$ cat src/common/dma_regs_pkg.sv
// constants and types shared by the dma register set
package dma_regs_pkg;
	localparam int CHANNELS = 4;
	localparam int PORT_ADDR_W = 4;
	localparam int DATA_W = 8;
	localparam int WORD_W = 16;
	// port addresses, low nibble of the i/o address
	localparam logic [3:0] ADDR_WORD_LAST = 4'h7;
	localparam logic [3:0] ADDR_COMMAND_STATUS = 4'h8;
	localparam logic [3:0] ADDR_REQUEST = 4'h9;
	localparam logic [3:0] ADDR_SINGLE_MASK = 4'ha;
	localparam logic [3:0] ADDR_MODE = 4'hb;
	localparam logic [3:0] ADDR_BYTE_PTR = 4'hc;
	localparam logic [3:0] ADDR_MASTER_CLEAR = 4'hd;
	localparam logic [3:0] ADDR_CLEAR_MASK = 4'he;
	localparam logic [3:0] ADDR_ALL_MASK = 4'hf;
	// command register fields
	localparam int CMD_GRANT_POL = 7;
	localparam int CMD_REQ_POL = 6;
	localparam int CMD_EARLY_WRITE = 5;
	localparam int CMD_ROTATE = 4;
	localparam int CMD_COMPRESSED = 3;
	localparam int CMD_DISABLE = 2;
	localparam int CMD_ADDR_HOLD = 1;
	localparam int CMD_MEM_TO_MEM = 0;
	// mode register fields, then the request and mask value bit and the word port address bits
	localparam int MODE_XFER_HI = 7;
	localparam int MODE_XFER_LO = 6;
	localparam int MODE_DEC = 5;
	localparam int MODE_AUTO = 4;
	localparam int MODE_TYPE_HI = 3;
	localparam int MODE_TYPE_LO = 2;
	localparam int SEL_HI = 1;
	localparam int SEL_LO = 0;
	localparam int VALUE_BIT = 2;
	localparam int WORD_SEL_BIT = 0;
	localparam int WORD_CH_HI = 2;
	localparam int WORD_CH_LO = 1;
	// encodings
	localparam logic [1:0] XFER_DEMAND = 2'h0;
	localparam logic [1:0] XFER_SINGLE = 2'h1;
	localparam logic [1:0] XFER_BLOCK = 2'h2;
	localparam logic [1:0] XFER_CASCADE = 2'h3;
	localparam logic [1:0] TYPE_VERIFY = 2'h0;
	localparam logic [1:0] TYPE_WRITE = 2'h1;
	localparam logic [1:0] TYPE_READ = 2'h2;
	// reset and fixed values
	localparam logic [7:0] COMMAND_RESET = 8'h00;
	localparam logic [3:0] MASK_RESET = 4'hf;
	localparam logic [3:0] UPPER_ONES = 4'hf;
	localparam logic [1:0] SEL_READ_ONES = 2'h3;
	localparam logic [7:0] BYTE_ZERO = 8'h00;
	localparam logic [15:0] WORD_ZERO = 16'h0000;
	localparam logic [15:0] WORD_ONE = 16'h0001;
	typedef enum {st_idle, st_s2, st_s3, st_s3_wait, st_s4, st_cascade} cycle_state_t;
endpackage

$ cat src/verilog/channel_word_regs.sv
// base and current address and word count of one channel
`timescale 1ns/10ps
module channel_word_regs (
	input wire logic clk_in,
	input wire logic rst_in,
	input wire logic write_in,
	input wire logic count_sel_in,
	input wire logic high_byte_in,
	input wire logic [dma_regs_pkg::DATA_W-1:0] data_in,
	input wire logic step_in,
	input wire logic count_down_in,
	input wire logic hold_in,
	input wire logic reload_in,
	output logic [dma_regs_pkg::WORD_W-1:0] address_out,
	output logic [dma_regs_pkg::WORD_W-1:0] count_out,
	output logic terminal_out
);
	import dma_regs_pkg::*;

	logic [WORD_W-1:0] base_address;
	logic [WORD_W-1:0] base_count;
	logic [WORD_W-1:0] next_word;

	// byte merge of a cpu write into the selected word
	always_comb begin
		next_word = count_sel_in ? count_out : address_out;
		if (high_byte_in)
			next_word[15:8] = data_in;
		else
			next_word[7:0] = data_in;
	end

	// count rolls from zero to all ones on this step unless auto reload is set
	assign terminal_out = (count_out == WORD_ZERO);

	// base copies follow every cpu write of the current word
	always_ff @(posedge clk_in) begin
		if (rst_in) begin
			base_address <= WORD_ZERO;
			base_count <= WORD_ZERO;
		end else if (write_in) begin
			if (count_sel_in)
				base_count <= next_word;
			else
				base_address <= next_word;
		end
	end

	// current words: cpu load, step, or reload at terminal count
	always_ff @(posedge clk_in) begin
		if (rst_in) begin
			address_out <= WORD_ZERO;
			count_out <= WORD_ZERO;
		end else if (write_in) begin
			if (count_sel_in)
				count_out <= next_word;
			else
				address_out <= next_word;
		end else if (step_in) begin
			if (terminal_out && reload_in) begin
				address_out <= base_address;
				count_out <= base_count;
			end else begin
				count_out <= count_out - WORD_ONE;
				if (!hold_in)
					address_out <= count_down_in ? address_out - WORD_ONE
						: address_out + WORD_ONE;
			end
		end
	end
endmodule // channel_word_regs

$ cat src/verilog/dma_channel_register_set.sv
// four channel dma register set with a small transfer sequencer
// Behaviour
// - cpu write of current address or count also loads the base copy
// - terminal count with auto reload copies base words into current words
// - command register is read/write and cleared by reset or master clear
// - command bit 7 makes grants active high, bit 6 requests active low
// - command bit 5 starts write commands in s2 with read commands
// - command bit 4 selects rotating priority, otherwise fixed priority
// - command bit 3 selects compressed timing, otherwise normal timing
// - command bit 2 disables all dma cycles
// - bit 0 enables memory to memory on channels 0/1, bit 1 holds channel 0 address
// - mode writes share one address, data bits 1:0 pick the channel
// - mode bits 7:6 pick demand, single, block or cascade
// - mode bit 5 counts address down, bit 4 enables auto reload
// - mode bits 3:2 pick verify, write or read; 11 is illegal
// - mode reads return channels 0 to 3 in turn, bits 1:0 ones
// - request write sets or clears one software request, unmasked, reset clears
// - request read gives the four requests low, ones in bits 7:4
// - single mask write sets or clears one mask bit by bit 2
// - all mask location reads and writes four bits, set by clears and by terminal count without auto reload
// - status holds terminal count flags low, live pending requests high
// - temporary register keeps memory to memory data until reset or master clear
// - special commands act on address and strobe only, data ignored
// - master clear resets all but the mode, word and data bus output registers and leaves the sequencer idle
`timescale 1ns/10ps
module dma_channel_register_set (
	input wire logic clk_in,
	input wire logic rst_in,
	input wire logic [dma_regs_pkg::PORT_ADDR_W-1:0] port_addr_in,
	input wire logic io_read_strobe_in,
	input wire logic io_write_strobe_in,
	input wire logic [dma_regs_pkg::DATA_W-1:0] peripheral_data_bus_in,
	output logic [dma_regs_pkg::DATA_W-1:0] peripheral_data_bus_out,
	output logic peripheral_data_bus_oe_out,
	input wire logic [dma_regs_pkg::CHANNELS-1:0] channel_request_in,
	output logic [dma_regs_pkg::CHANNELS-1:0] channel_grant_out,
	output logic read_command_out,
	output logic write_command_out,
	output logic terminal_count_out,
	output logic [dma_regs_pkg::WORD_W-1:0] transfer_address_out
);
	import dma_regs_pkg::*;

	// one hot channel decode, shared by request, mask and grant logic
	function automatic logic [CHANNELS-1:0] sel_onehot(input logic [1:0] sel);
		sel_onehot = '0;
		sel_onehot[sel] = 1'b1;
	endfunction

	logic [7:0] controller_command;
	logic [7:2] channel_mode [CHANNELS];
	logic [CHANNELS-1:0] soft_request_state;
	logic [CHANNELS-1:0] channel_masks;
	logic [CHANNELS-1:0] terminal_count_flag;
	logic [CHANNELS-1:0] pending_request_flag;
	logic [7:0] temp_data;
	logic [1:0] mode_read_count;
	logic byte_pointer;
	logic clear_all;
	logic wr_word, rd_word;
	logic wr_cmd, rd_status, rd_cmd, wr_req, rd_req, wr_single, wr_mode, rd_mode;
	logic wr_clr_bp, rd_set_bp, wr_clr_mask, rd_clr_mode, wr_all, rd_all, rd_temp;
	logic [CHANNELS-1:0] req_active;
	logic [CHANNELS-1:0] pending;
	logic pick_valid;
	logic [1:0] pick_ch;
	cycle_state_t state;
	logic [1:0] chan;
	logic [1:0] last_served;
	logic mm_phase;
	logic [CHANNELS-1:0] grant_vec;
	logic [WORD_W-1:0] cur_address [CHANNELS];
	logic [WORD_W-1:0] cur_count [CHANNELS];
	logic [CHANNELS-1:0] ch_terminal;
	logic [CHANNELS-1:0] ch_step;
	logic mem_to_mem;
	logic step_now;
	logic tc_now;
	logic [1:0] cur_xfer;
	logic [1:0] cur_type;
	logic [CHANNELS-1:0] tc_set;
	logic [CHANNELS-1:0] mask_set;
	logic [CHANNELS-1:0] soft_clear;
	logic [7:0] next_read;

	// strobe decode of every port location
	assign wr_word = io_write_strobe_in && (port_addr_in <= ADDR_WORD_LAST);
	assign rd_word = io_read_strobe_in && (port_addr_in <= ADDR_WORD_LAST);
	assign wr_cmd = io_write_strobe_in && (port_addr_in == ADDR_COMMAND_STATUS);
	assign rd_status = io_read_strobe_in && (port_addr_in == ADDR_COMMAND_STATUS);
	assign wr_req = io_write_strobe_in && (port_addr_in == ADDR_REQUEST);
	assign rd_req = io_read_strobe_in && (port_addr_in == ADDR_REQUEST);
	assign wr_single = io_write_strobe_in && (port_addr_in == ADDR_SINGLE_MASK);
	assign rd_cmd = io_read_strobe_in && (port_addr_in == ADDR_SINGLE_MASK);
	assign wr_mode = io_write_strobe_in && (port_addr_in == ADDR_MODE);
	assign rd_mode = io_read_strobe_in && (port_addr_in == ADDR_MODE);
	assign wr_clr_bp = io_write_strobe_in && (port_addr_in == ADDR_BYTE_PTR);
	assign rd_set_bp = io_read_strobe_in && (port_addr_in == ADDR_BYTE_PTR);
	assign rd_temp = io_read_strobe_in && (port_addr_in == ADDR_MASTER_CLEAR);
	assign wr_clr_mask = io_write_strobe_in && (port_addr_in == ADDR_CLEAR_MASK);
	assign rd_clr_mode = io_read_strobe_in && (port_addr_in == ADDR_CLEAR_MASK);
	assign wr_all = io_write_strobe_in && (port_addr_in == ADDR_ALL_MASK);
	assign rd_all = io_read_strobe_in && (port_addr_in == ADDR_ALL_MASK);

	// master clear behaves as a reset of all but the mode, word and data bus output registers
	assign clear_all = rst_in ||
		(io_write_strobe_in && (port_addr_in == ADDR_MASTER_CLEAR));

	// request polarity and arbitration inputs
	assign req_active = controller_command[CMD_REQ_POL] ? ~channel_request_in
		: channel_request_in;
	assign pending = (req_active & ~channel_masks) | soft_request_state;
	assign mem_to_mem = controller_command[CMD_MEM_TO_MEM];
	assign cur_xfer = channel_mode[chan][MODE_XFER_HI:MODE_XFER_LO];
	assign cur_type = channel_mode[chan][MODE_TYPE_HI:MODE_TYPE_LO];

	priority_pick arbiter (
		.pending_in(pending),
		.rotate_in(controller_command[CMD_ROTATE]),
		.last_in(last_served),
		.valid_out(pick_valid),
		.winner_out(pick_ch)
	);

	// the transfer step happens at the end of s4
	assign step_now = (state == st_s4);
	assign ch_step = step_now ? sel_onehot(chan) : '0;
	assign tc_now = step_now && ch_terminal[chan];

	// per channel word registers
	generate
		for (genvar c = 0; c < CHANNELS; c++) begin : g_chan
			channel_word_regs words (
				.clk_in(clk_in),
				.rst_in(rst_in),
				.write_in(wr_word && (port_addr_in[WORD_CH_HI:WORD_CH_LO] == 2'(c))),
				.count_sel_in(port_addr_in[WORD_SEL_BIT]),
				.high_byte_in(byte_pointer),
				.data_in(peripheral_data_bus_in),
				.step_in(ch_step[c]),
				.count_down_in(channel_mode[c][MODE_DEC]),
				.hold_in(c == 0 && mem_to_mem && controller_command[CMD_ADDR_HOLD]),
				.reload_in(channel_mode[c][MODE_AUTO]),
				.address_out(cur_address[c]),
				.count_out(cur_count[c]),
				.terminal_out(ch_terminal[c])
			);
		end
	endgenerate

	// command register
	always_ff @(posedge clk_in) begin
		if (clear_all)
			controller_command <= COMMAND_RESET;
		else if (wr_cmd)
			controller_command <= peripheral_data_bus_in;
	end

	// mode registers share one write address
	always_ff @(posedge clk_in) begin
		if (rst_in) begin
			for (int c = 0; c < CHANNELS; c++)
				channel_mode[c] <= '0;
		end else if (wr_mode) begin
			channel_mode[peripheral_data_bus_in[SEL_HI:SEL_LO]] <=
				peripheral_data_bus_in[7:2];
		end
	end

	// mode read counter walks channels 0 to 3
	always_ff @(posedge clk_in) begin
		if (clear_all || rd_clr_mode)
			mode_read_count <= 2'h0;
		else if (rd_mode)
			mode_read_count <= mode_read_count + 2'h1;
	end

	// byte pointer for the 16 bit words
	always_ff @(posedge clk_in) begin
		if (clear_all || wr_clr_bp)
			byte_pointer <= 1'b0;
		else if (rd_set_bp)
			byte_pointer <= 1'b1;
		else if (wr_word || rd_word)
			byte_pointer <= ~byte_pointer;
	end

	// event sets wins over cpu clears
	always_comb begin
		tc_set = tc_now ? sel_onehot(mm_phase ? 2'h1 : chan) : '0;
		mask_set = (tc_now && !channel_mode[chan][MODE_AUTO]) ? sel_onehot(chan) : '0;
		soft_clear = tc_now ? sel_onehot(mem_to_mem ? 2'h0 : chan) : '0;
	end

	// software requests
	always_ff @(posedge clk_in) begin
		if (clear_all)
			soft_request_state <= '0;
		else if (wr_req) begin
			if (peripheral_data_bus_in[VALUE_BIT])
				soft_request_state <= (soft_request_state & ~soft_clear) |
					sel_onehot(peripheral_data_bus_in[SEL_HI:SEL_LO]);
			else
				soft_request_state <= soft_request_state & ~soft_clear &
					~sel_onehot(peripheral_data_bus_in[SEL_HI:SEL_LO]);
		end else
			soft_request_state <= soft_request_state & ~soft_clear;
	end

	// request masks
	always_ff @(posedge clk_in) begin
		if (clear_all)
			channel_masks <= MASK_RESET;
		else if (wr_clr_mask)
			channel_masks <= mask_set;
		else if (wr_all)
			channel_masks <= peripheral_data_bus_in[3:0] | mask_set;
		else if (wr_single) begin
			if (peripheral_data_bus_in[VALUE_BIT])
				channel_masks <= channel_masks | mask_set |
					sel_onehot(peripheral_data_bus_in[SEL_HI:SEL_LO]);
			else
				channel_masks <= (channel_masks &
					~sel_onehot(peripheral_data_bus_in[SEL_HI:SEL_LO])) | mask_set;
		end else
			channel_masks <= channel_masks | mask_set;
	end

	// status flags
	always_ff @(posedge clk_in) begin
		if (clear_all) begin
			terminal_count_flag <= '0;
			pending_request_flag <= '0;
		end else begin
			terminal_count_flag <= (rd_status ? '0 : terminal_count_flag) | tc_set;
			pending_request_flag <= req_active;
		end
	end

	// temporary register loads on the read half of memory to memory
	always_ff @(posedge clk_in) begin
		if (clear_all)
			temp_data <= BYTE_ZERO;
		else if (step_now && mem_to_mem && !mm_phase)
			temp_data <= peripheral_data_bus_in;
	end

	// transfer sequencer
	always_ff @(posedge clk_in) begin
		if (clear_all) begin
			state <= st_idle;
			chan <= 2'h0;
			last_served <= SEL_READ_ONES;
			mm_phase <= 1'b0;
			grant_vec <= '0;
			terminal_count_out <= 1'b0;
		end else begin
			terminal_count_out <= tc_now;
			unique case (state)
				st_idle: begin
					mm_phase <= 1'b0;
					grant_vec <= '0;
					if (controller_command[CMD_DISABLE]) begin
						state <= st_idle;
					end else if (mem_to_mem && soft_request_state[0]) begin
						chan <= 2'h0;
						state <= st_s2;
					end else if (pick_valid) begin
						chan <= pick_ch;
						last_served <= pick_ch;
						grant_vec <= sel_onehot(pick_ch);
						state <= (channel_mode[pick_ch][MODE_XFER_HI:MODE_XFER_LO]
							== XFER_CASCADE) ? st_cascade : st_s2;
					end
				end
				st_s2: state <= st_s3;
				st_s3: begin
					if (controller_command[CMD_COMPRESSED] && !mem_to_mem)
						state <= st_s4;
					else
						state <= st_s3_wait;
				end
				st_s3_wait: state <= st_s4;
				st_s4: begin
					if (mem_to_mem && !mm_phase) begin
						mm_phase <= 1'b1;
						chan <= 2'h1;
						state <= st_s2;
					end else if (tc_now || mem_to_mem || controller_command[CMD_DISABLE]) begin
						state <= st_idle;
						grant_vec <= '0;
					end else if (cur_xfer == XFER_BLOCK ||
						(cur_xfer == XFER_DEMAND && req_active[chan])) begin
						state <= st_s2;
					end else begin
						state <= st_idle;
						grant_vec <= '0;
					end
				end
				st_cascade: begin
					if (!(req_active[chan] || soft_request_state[chan])) begin
						state <= st_idle;
						grant_vec <= '0;
					end
				end
			endcase
		end
	end

	// grant polarity
	assign channel_grant_out = controller_command[CMD_GRANT_POL] ? grant_vec
		: ~grant_vec;

	// transfer commands and address
	always_ff @(posedge clk_in) begin
		if (clear_all) begin
			read_command_out <= 1'b0;
			write_command_out <= 1'b0;
			transfer_address_out <= WORD_ZERO;
		end else begin
			transfer_address_out <= cur_address[chan];
			read_command_out <= 1'b0;
			write_command_out <= 1'b0;
			if (state == st_s2 || state == st_s3 || state == st_s3_wait) begin
				if (mem_to_mem)
					read_command_out <= !mm_phase;
				else
					read_command_out <= (cur_type != TYPE_VERIFY);
				if (state != st_s2 || controller_command[CMD_EARLY_WRITE] ||
					(controller_command[CMD_COMPRESSED] && !mem_to_mem)) begin
					if (mem_to_mem)
						write_command_out <= mm_phase;
					else
						write_command_out <= (cur_type != TYPE_VERIFY);
				end
			end
		end
	end

	// cpu read data
	always_comb begin
		next_read = BYTE_ZERO;
		if (rd_word)
			next_read = port_addr_in[WORD_SEL_BIT] ?
				(byte_pointer ? cur_count[port_addr_in[WORD_CH_HI:WORD_CH_LO]][15:8]
				: cur_count[port_addr_in[WORD_CH_HI:WORD_CH_LO]][7:0])
				: (byte_pointer ? cur_address[port_addr_in[WORD_CH_HI:WORD_CH_LO]][15:8]
				: cur_address[port_addr_in[WORD_CH_HI:WORD_CH_LO]][7:0]);
		else if (rd_status)
			next_read = {pending_request_flag, terminal_count_flag};
		else if (rd_cmd)
			next_read = controller_command;
		else if (rd_req)
			next_read = {UPPER_ONES, soft_request_state};
		else if (rd_mode)
			next_read = {channel_mode[mode_read_count], SEL_READ_ONES};
		else if (rd_all)
			next_read = {UPPER_ONES, channel_masks};
		else if (rd_temp)
			next_read = temp_data;
	end

	// data bus drive for cpu reads and memory to memory writes
	always_ff @(posedge clk_in) begin
		if (rst_in) begin
			peripheral_data_bus_out <= BYTE_ZERO;
			peripheral_data_bus_oe_out <= 1'b0;
		end else if (io_read_strobe_in) begin
			peripheral_data_bus_out <= next_read;
			peripheral_data_bus_oe_out <= 1'b1;
		end else if (mem_to_mem && mm_phase && (state == st_s3 || state == st_s3_wait ||
			(state == st_s2 && controller_command[CMD_EARLY_WRITE]))) begin
			peripheral_data_bus_out <= temp_data;
			peripheral_data_bus_oe_out <= 1'b1;
		end else begin
			peripheral_data_bus_out <= BYTE_ZERO;
			peripheral_data_bus_oe_out <= 1'b0;
		end
	end
endmodule // dma_channel_register_set

$ cat src/verilog/priority_pick.sv
// fixed or rotating choice of one requesting channel
`timescale 1ns/10ps
module priority_pick (
	input wire logic [dma_regs_pkg::CHANNELS-1:0] pending_in,
	input wire logic rotate_in,
	input wire logic [1:0] last_in,
	output logic valid_out,
	output logic [1:0] winner_out
);
	import dma_regs_pkg::*;

	// scan from the highest priority slot downwards
	always_comb begin
		logic [1:0] idx;
		idx = 2'h0;
		valid_out = 1'b0;
		winner_out = 2'h0;
		for (int i = 0; i < CHANNELS; i++) begin
			idx = rotate_in ? 2'(last_in + 2'(i) + 2'h1) : 2'(i);
			if (!valid_out && pending_in[idx]) begin
				valid_out = 1'b1;
				winner_out = idx;
			end
		end
	end
endmodule // priority_pick
$ cat config.mk
export PLATFORM = sky130hd
export DESIGN_NAME = dma_channel_register_set
export DESIGN_NICKNAME = d
export VERILOG_FILES = /design/src/common/dma_regs_pkg.sv /design/src/verilog/channel_word_regs.sv /design/src/verilog/dma_channel_register_set.sv /design/src/verilog/priority_pick.sv
export SDC_FILE = /design/constraint.sdc
export NUM_CORES = 1
export LEC_CHECK = 0
export BUFFER_PORTS_ARGS = -buffer_cell sky130_fd_sc_hd__buf_4
export CAP_MARGIN = 20
export CORE_MARGIN = 2
export CORE_UTILIZATION = 64
export DETAILED_ROUTE_END_ITERATION = 10
export HOLD_SLACK_MARGIN = 0.02
export PLACE_DENSITY = 0.81
export SLEW_MARGIN = 20
export SYNTH_ARGS = -nofsm -noshare
export SYNTH_HDL_FRONTEND = slang
export SYNTH_HIERARCHICAL = 1
export SYNTH_SLANG_ARGS = --single-unit
$ cat constraint.sdc
create_clock -name clk_in -period 3.8 [get_ports clk_in]
set_input_delay 0.19 -clock clk_in [delete_from_list [all_inputs] [get_ports clk_in]]
set_output_delay 0.19 -clock clk_in [all_outputs]
set_load 0.1 [all_outputs]
==> summary.txt <==
Global route
  • Overall Global Routing Usage: 42.52%
  • Vias in the first global route: roughly 22,000
  • First-pass GRT wire length: about 130 mm
  • GRT Residual Overflow: 0
  • Initial antenna violation count: 1
  • Largest net degree at the start of global routing: 165

Yosys
  • Yosys warns: 6
  • Yosys top cell area share: 29.05%
  • Synth Register Bits: 359
  • Cell Area, Synth: 23,090 sq um
  • Synth top area cells: dfxtp_1 29%, a21oi_1 7.9%, nand2_1 7.2%, nor2_1 6.1%, mux4_2 5.5%
  • Sequential fraction of the synthesis area: 32.17%
  • Most frequent cell after synthesis: nand2_1
  • Post-synth top cells: 440 x nand2_1, 376 x nor2_1, 366 x a21oi_1
  • Area leader, netlist: dfxtp_1
  • Async set or reset register ratio after synthesis: 0%
  • Top_reg_cell synth: dfxtp_1
  • Mean post-synth cell area: 7.975 sq um
  • Post-synth EDFFs: 24
  • Post-Syn Instances: 2,895
  • Synth cell types: 97

CTS
  • Root Driver: clkbuf_16
  • Worst-skew pair later-pin latency: ~0.56 ns
  • CTS clk-pin slew, worst paths: 0.07 ns
  • CTS resizes: 0
  • CTS HTree Levels: 2
  • Clock Tree Buf Depth: 3
  • CTS buffer count: 41
  • CTS tree: yes
  • Sink Count: 359

Timing
  • Fin crit share: 87.26%
  • Least-Margin Pin Slew: 1.038 ns
  • Fmax achieved: 301.6 MHz
  • Sum Neg Setup Slack: 0 ns
  • Max-slew headroom: 30.80%
  • Max Transition Viols Final: 0
  • Tmin final: 3.316 ns
  • Hold WS: 0.07793 ns
  • Final setup viols: 0
  • Unrepaired setup endpoints after global routing: no
  • Final Hold Vio Count: 0
  • Clock skew: 0.02578 ns

Power and ir drop
  • Final Power: around 13,000 uW
  • Pwr/cell area: 520.7 nW/um^2
  • VDD IR-drop max: 0.5414 mV
  • P_leak: 0.009708 uW

Critical path
  • CP max stage cell: nor3b_1
  • CP Cell Sequence: inv_1 -> ha_1 -> nor4b_2 -> nor3b_1 -> and3_1 -> mux4_2 -> nand3_1 -> or2_2 -> o221ai_1 -> a21oi_1
  • Nature of the critical path endpoint: flop
  • CP peak stage delay: between 0.4 and 0.5 ns
  • Worst Path Arrival: 3.75 ns
  • Worst setup SP type: flop
  • Critical path class: reg -> reg
  • Critical path peak fanout: 6
  • Critical Path RT: 4.23 ns

Route
  • Total Wirelength: 81.61 mm
  • Vias post-DR: 23,437
  • Post-route ant nets: 0
  • Wirelength per Cell: 24.17 um
  • Vias per std cell: 6.940
  • Residual DRC count: 0
  • Initial drt markers: 3,534
  • First-pass DRT Iterations: 8

Place
  • Port Buf Inserts: a little over 50
  • GP Congestion: a little over 1
  • Detailed Place HPWL: about 57 mm

Final layout
  • Final nets: 2,971
  • P&R area growth vs syn: 10.45%
  • Share of post-route cells with drive strength above 1: between 10% and 20%

Floorplanning
  • Top-level I/O count: 52
  • Effective utilization at floorplan: 64.91%
  • Die area: 37,610 sq um
  • Die width: 193.9 um
  • Row Count: a little under 70
  • Core Area: about 36,000 sq um
  • Die Y: roughly 190 um

Job
  • Max-Cap Viols: 0

Outcome
  • Status: completed

Worst hold path
  • Hold crit path type: in -> reg
-- area by class of cell --
cell class              instances  area (sq um)
clock buffers                  55          1202
flip-flops and latches        359          7432
clock inverters                19         284.0
well taps                     461         576.8
fillers                      2793         10070
diodes                          2         5.005
multi-input cells            2289         14680
repair buffers                142          1135
inverters                      50         187.7
-- per-stage QoR --
stage | instance area [sq um] | cells | utilization (%) | worst slack, ns
final | 25500 | 3377 | 71.69 | 0.4841
after floorplan | 23110 | 2902 | - | 1.071
after detailed placement | 23960 | 3296 | 67.36 | 0.6708
after global routing | 25500 | 3376 | 71.69 | 0.3477
after global placement | 23960 | 3296 | 67.36 | 0.7373
after CTS | 25500 | 3375 | 71.68 | 0.5896
-- state kept, by name, summed over array words and instances, names as in the netlist, 2 cells and up, named ones only --
register,count
channel_mode,24
state,3
temp_data,8
g_chan.words/base_count,64
channel_masks,4
g_chan.words/address_out,64
last_served,2
g_chan.words/base_address,64
chan,2
controller_command,8
g_chan.words/count_out,64
grant_vec,4
transfer_address_out,16
soft_request_state,4
pending_request_flag,4
mode_read_count,2
peripheral_data_bus_out,8
terminal_count_flag,4
-- worst max-delay path: cells and delay by family, from the launching register on --
kind	cells	cell delay (ns)
AO/OA/AOI/OAI	2	0.33
flip-flops	1	0.37
AND/OR/NAND/NOR	5	1.78
multiplexers	1	0.40
buffers and inverters	1	0.14
adder cells (fa/ha/maj)	1	0.17
-- layout by cell type (no fill, tap or decap), types with 27 or more instances in the layout --
| cell | instances |
|---|---|
| a2111oi_0 | 45 |
| a211oi_1 | 42 |
| a21o_1 | 31 |
| a21oi_1 | 365 |
| and2_1 | 28 |
| buf_4 | 132 |
| clkbuf_16 | 44 |
| dfxtp_1 | 333 |
| ha_1 | 64 |
| inv_1 | 47 |
| mux2i_1 | 109 |
| mux4_2 | 56 |
| nand2_1 | 440 |
| nand2b_1 | 27 |
| nand3_1 | 55 |
| nor2_1 | 375 |
| nor3_1 | 69 |
| o21ai_0 | 129 |
| xnor2_1 | 70 |
| xor2_1 | 37 |
-- layer usage --
layer / track usage (%) / wire [um] / up-vias
li1: - / - / 10445
met1: 53.70 / 29860 / 10904
met2: 65.33 / 35370 / 1713
met3: 10.85 / 10380 / 375
met4: 26.57 / 5998 / 0
met5: 0 / 0 / -
-- timing repair --
item | CTS | global route
hold buffers | 5 | 0
buffers inserted | 0 | 0
hold endpoints to repair | 5 | 0
-- report_power, final --
part           switching, uW  internal [uW]
clock                   1670           2700
sequential               492           4050
combinational           2770           1600
-- path summary, 6_finish.rpt --
| path | start | to | slack [ns] | depth (start not counted) |
|---|---|---|---|---|
| worst max-delay path | g_chan[3].words/count_out[0] | soft_request_state[1] | 0.48 | 10 |
| worst min-delay path | rst_in | g_chan[1].words/base_count[7] | 0.08 | 2 |
| worst max register to register | g_chan[3].words/count_out[0] | soft_request_state[1] | 0.48 | 10 |
| worst min register to register | g_chan[2].words/base_count[3] | g_chan[2].words/base_count[3] | 0.45 | 2 |
-- cells by family (layout without fill, tap and decap cells) --
group / Yosys count / in the layout / share of synthesized area (%)
multiplexers: 181 / 181 / 11.75
AND/OR/NAND/NOR: 1113 / 1113 / 21.69
AO/OA/AOI/OAI: 811 / 811 / 21.98
other: 1 / 10 / 0.01624
flip-flops: 359 / 359 / 32.17
adder cells (fa/ha/maj): 69 / 69 / 3.859
buffers and inverters: 254 / 266 / 4.476
XOR/XNOR: 107 / 107 / 4.059
No activity file was read; power rests on OpenSTA's default activity.
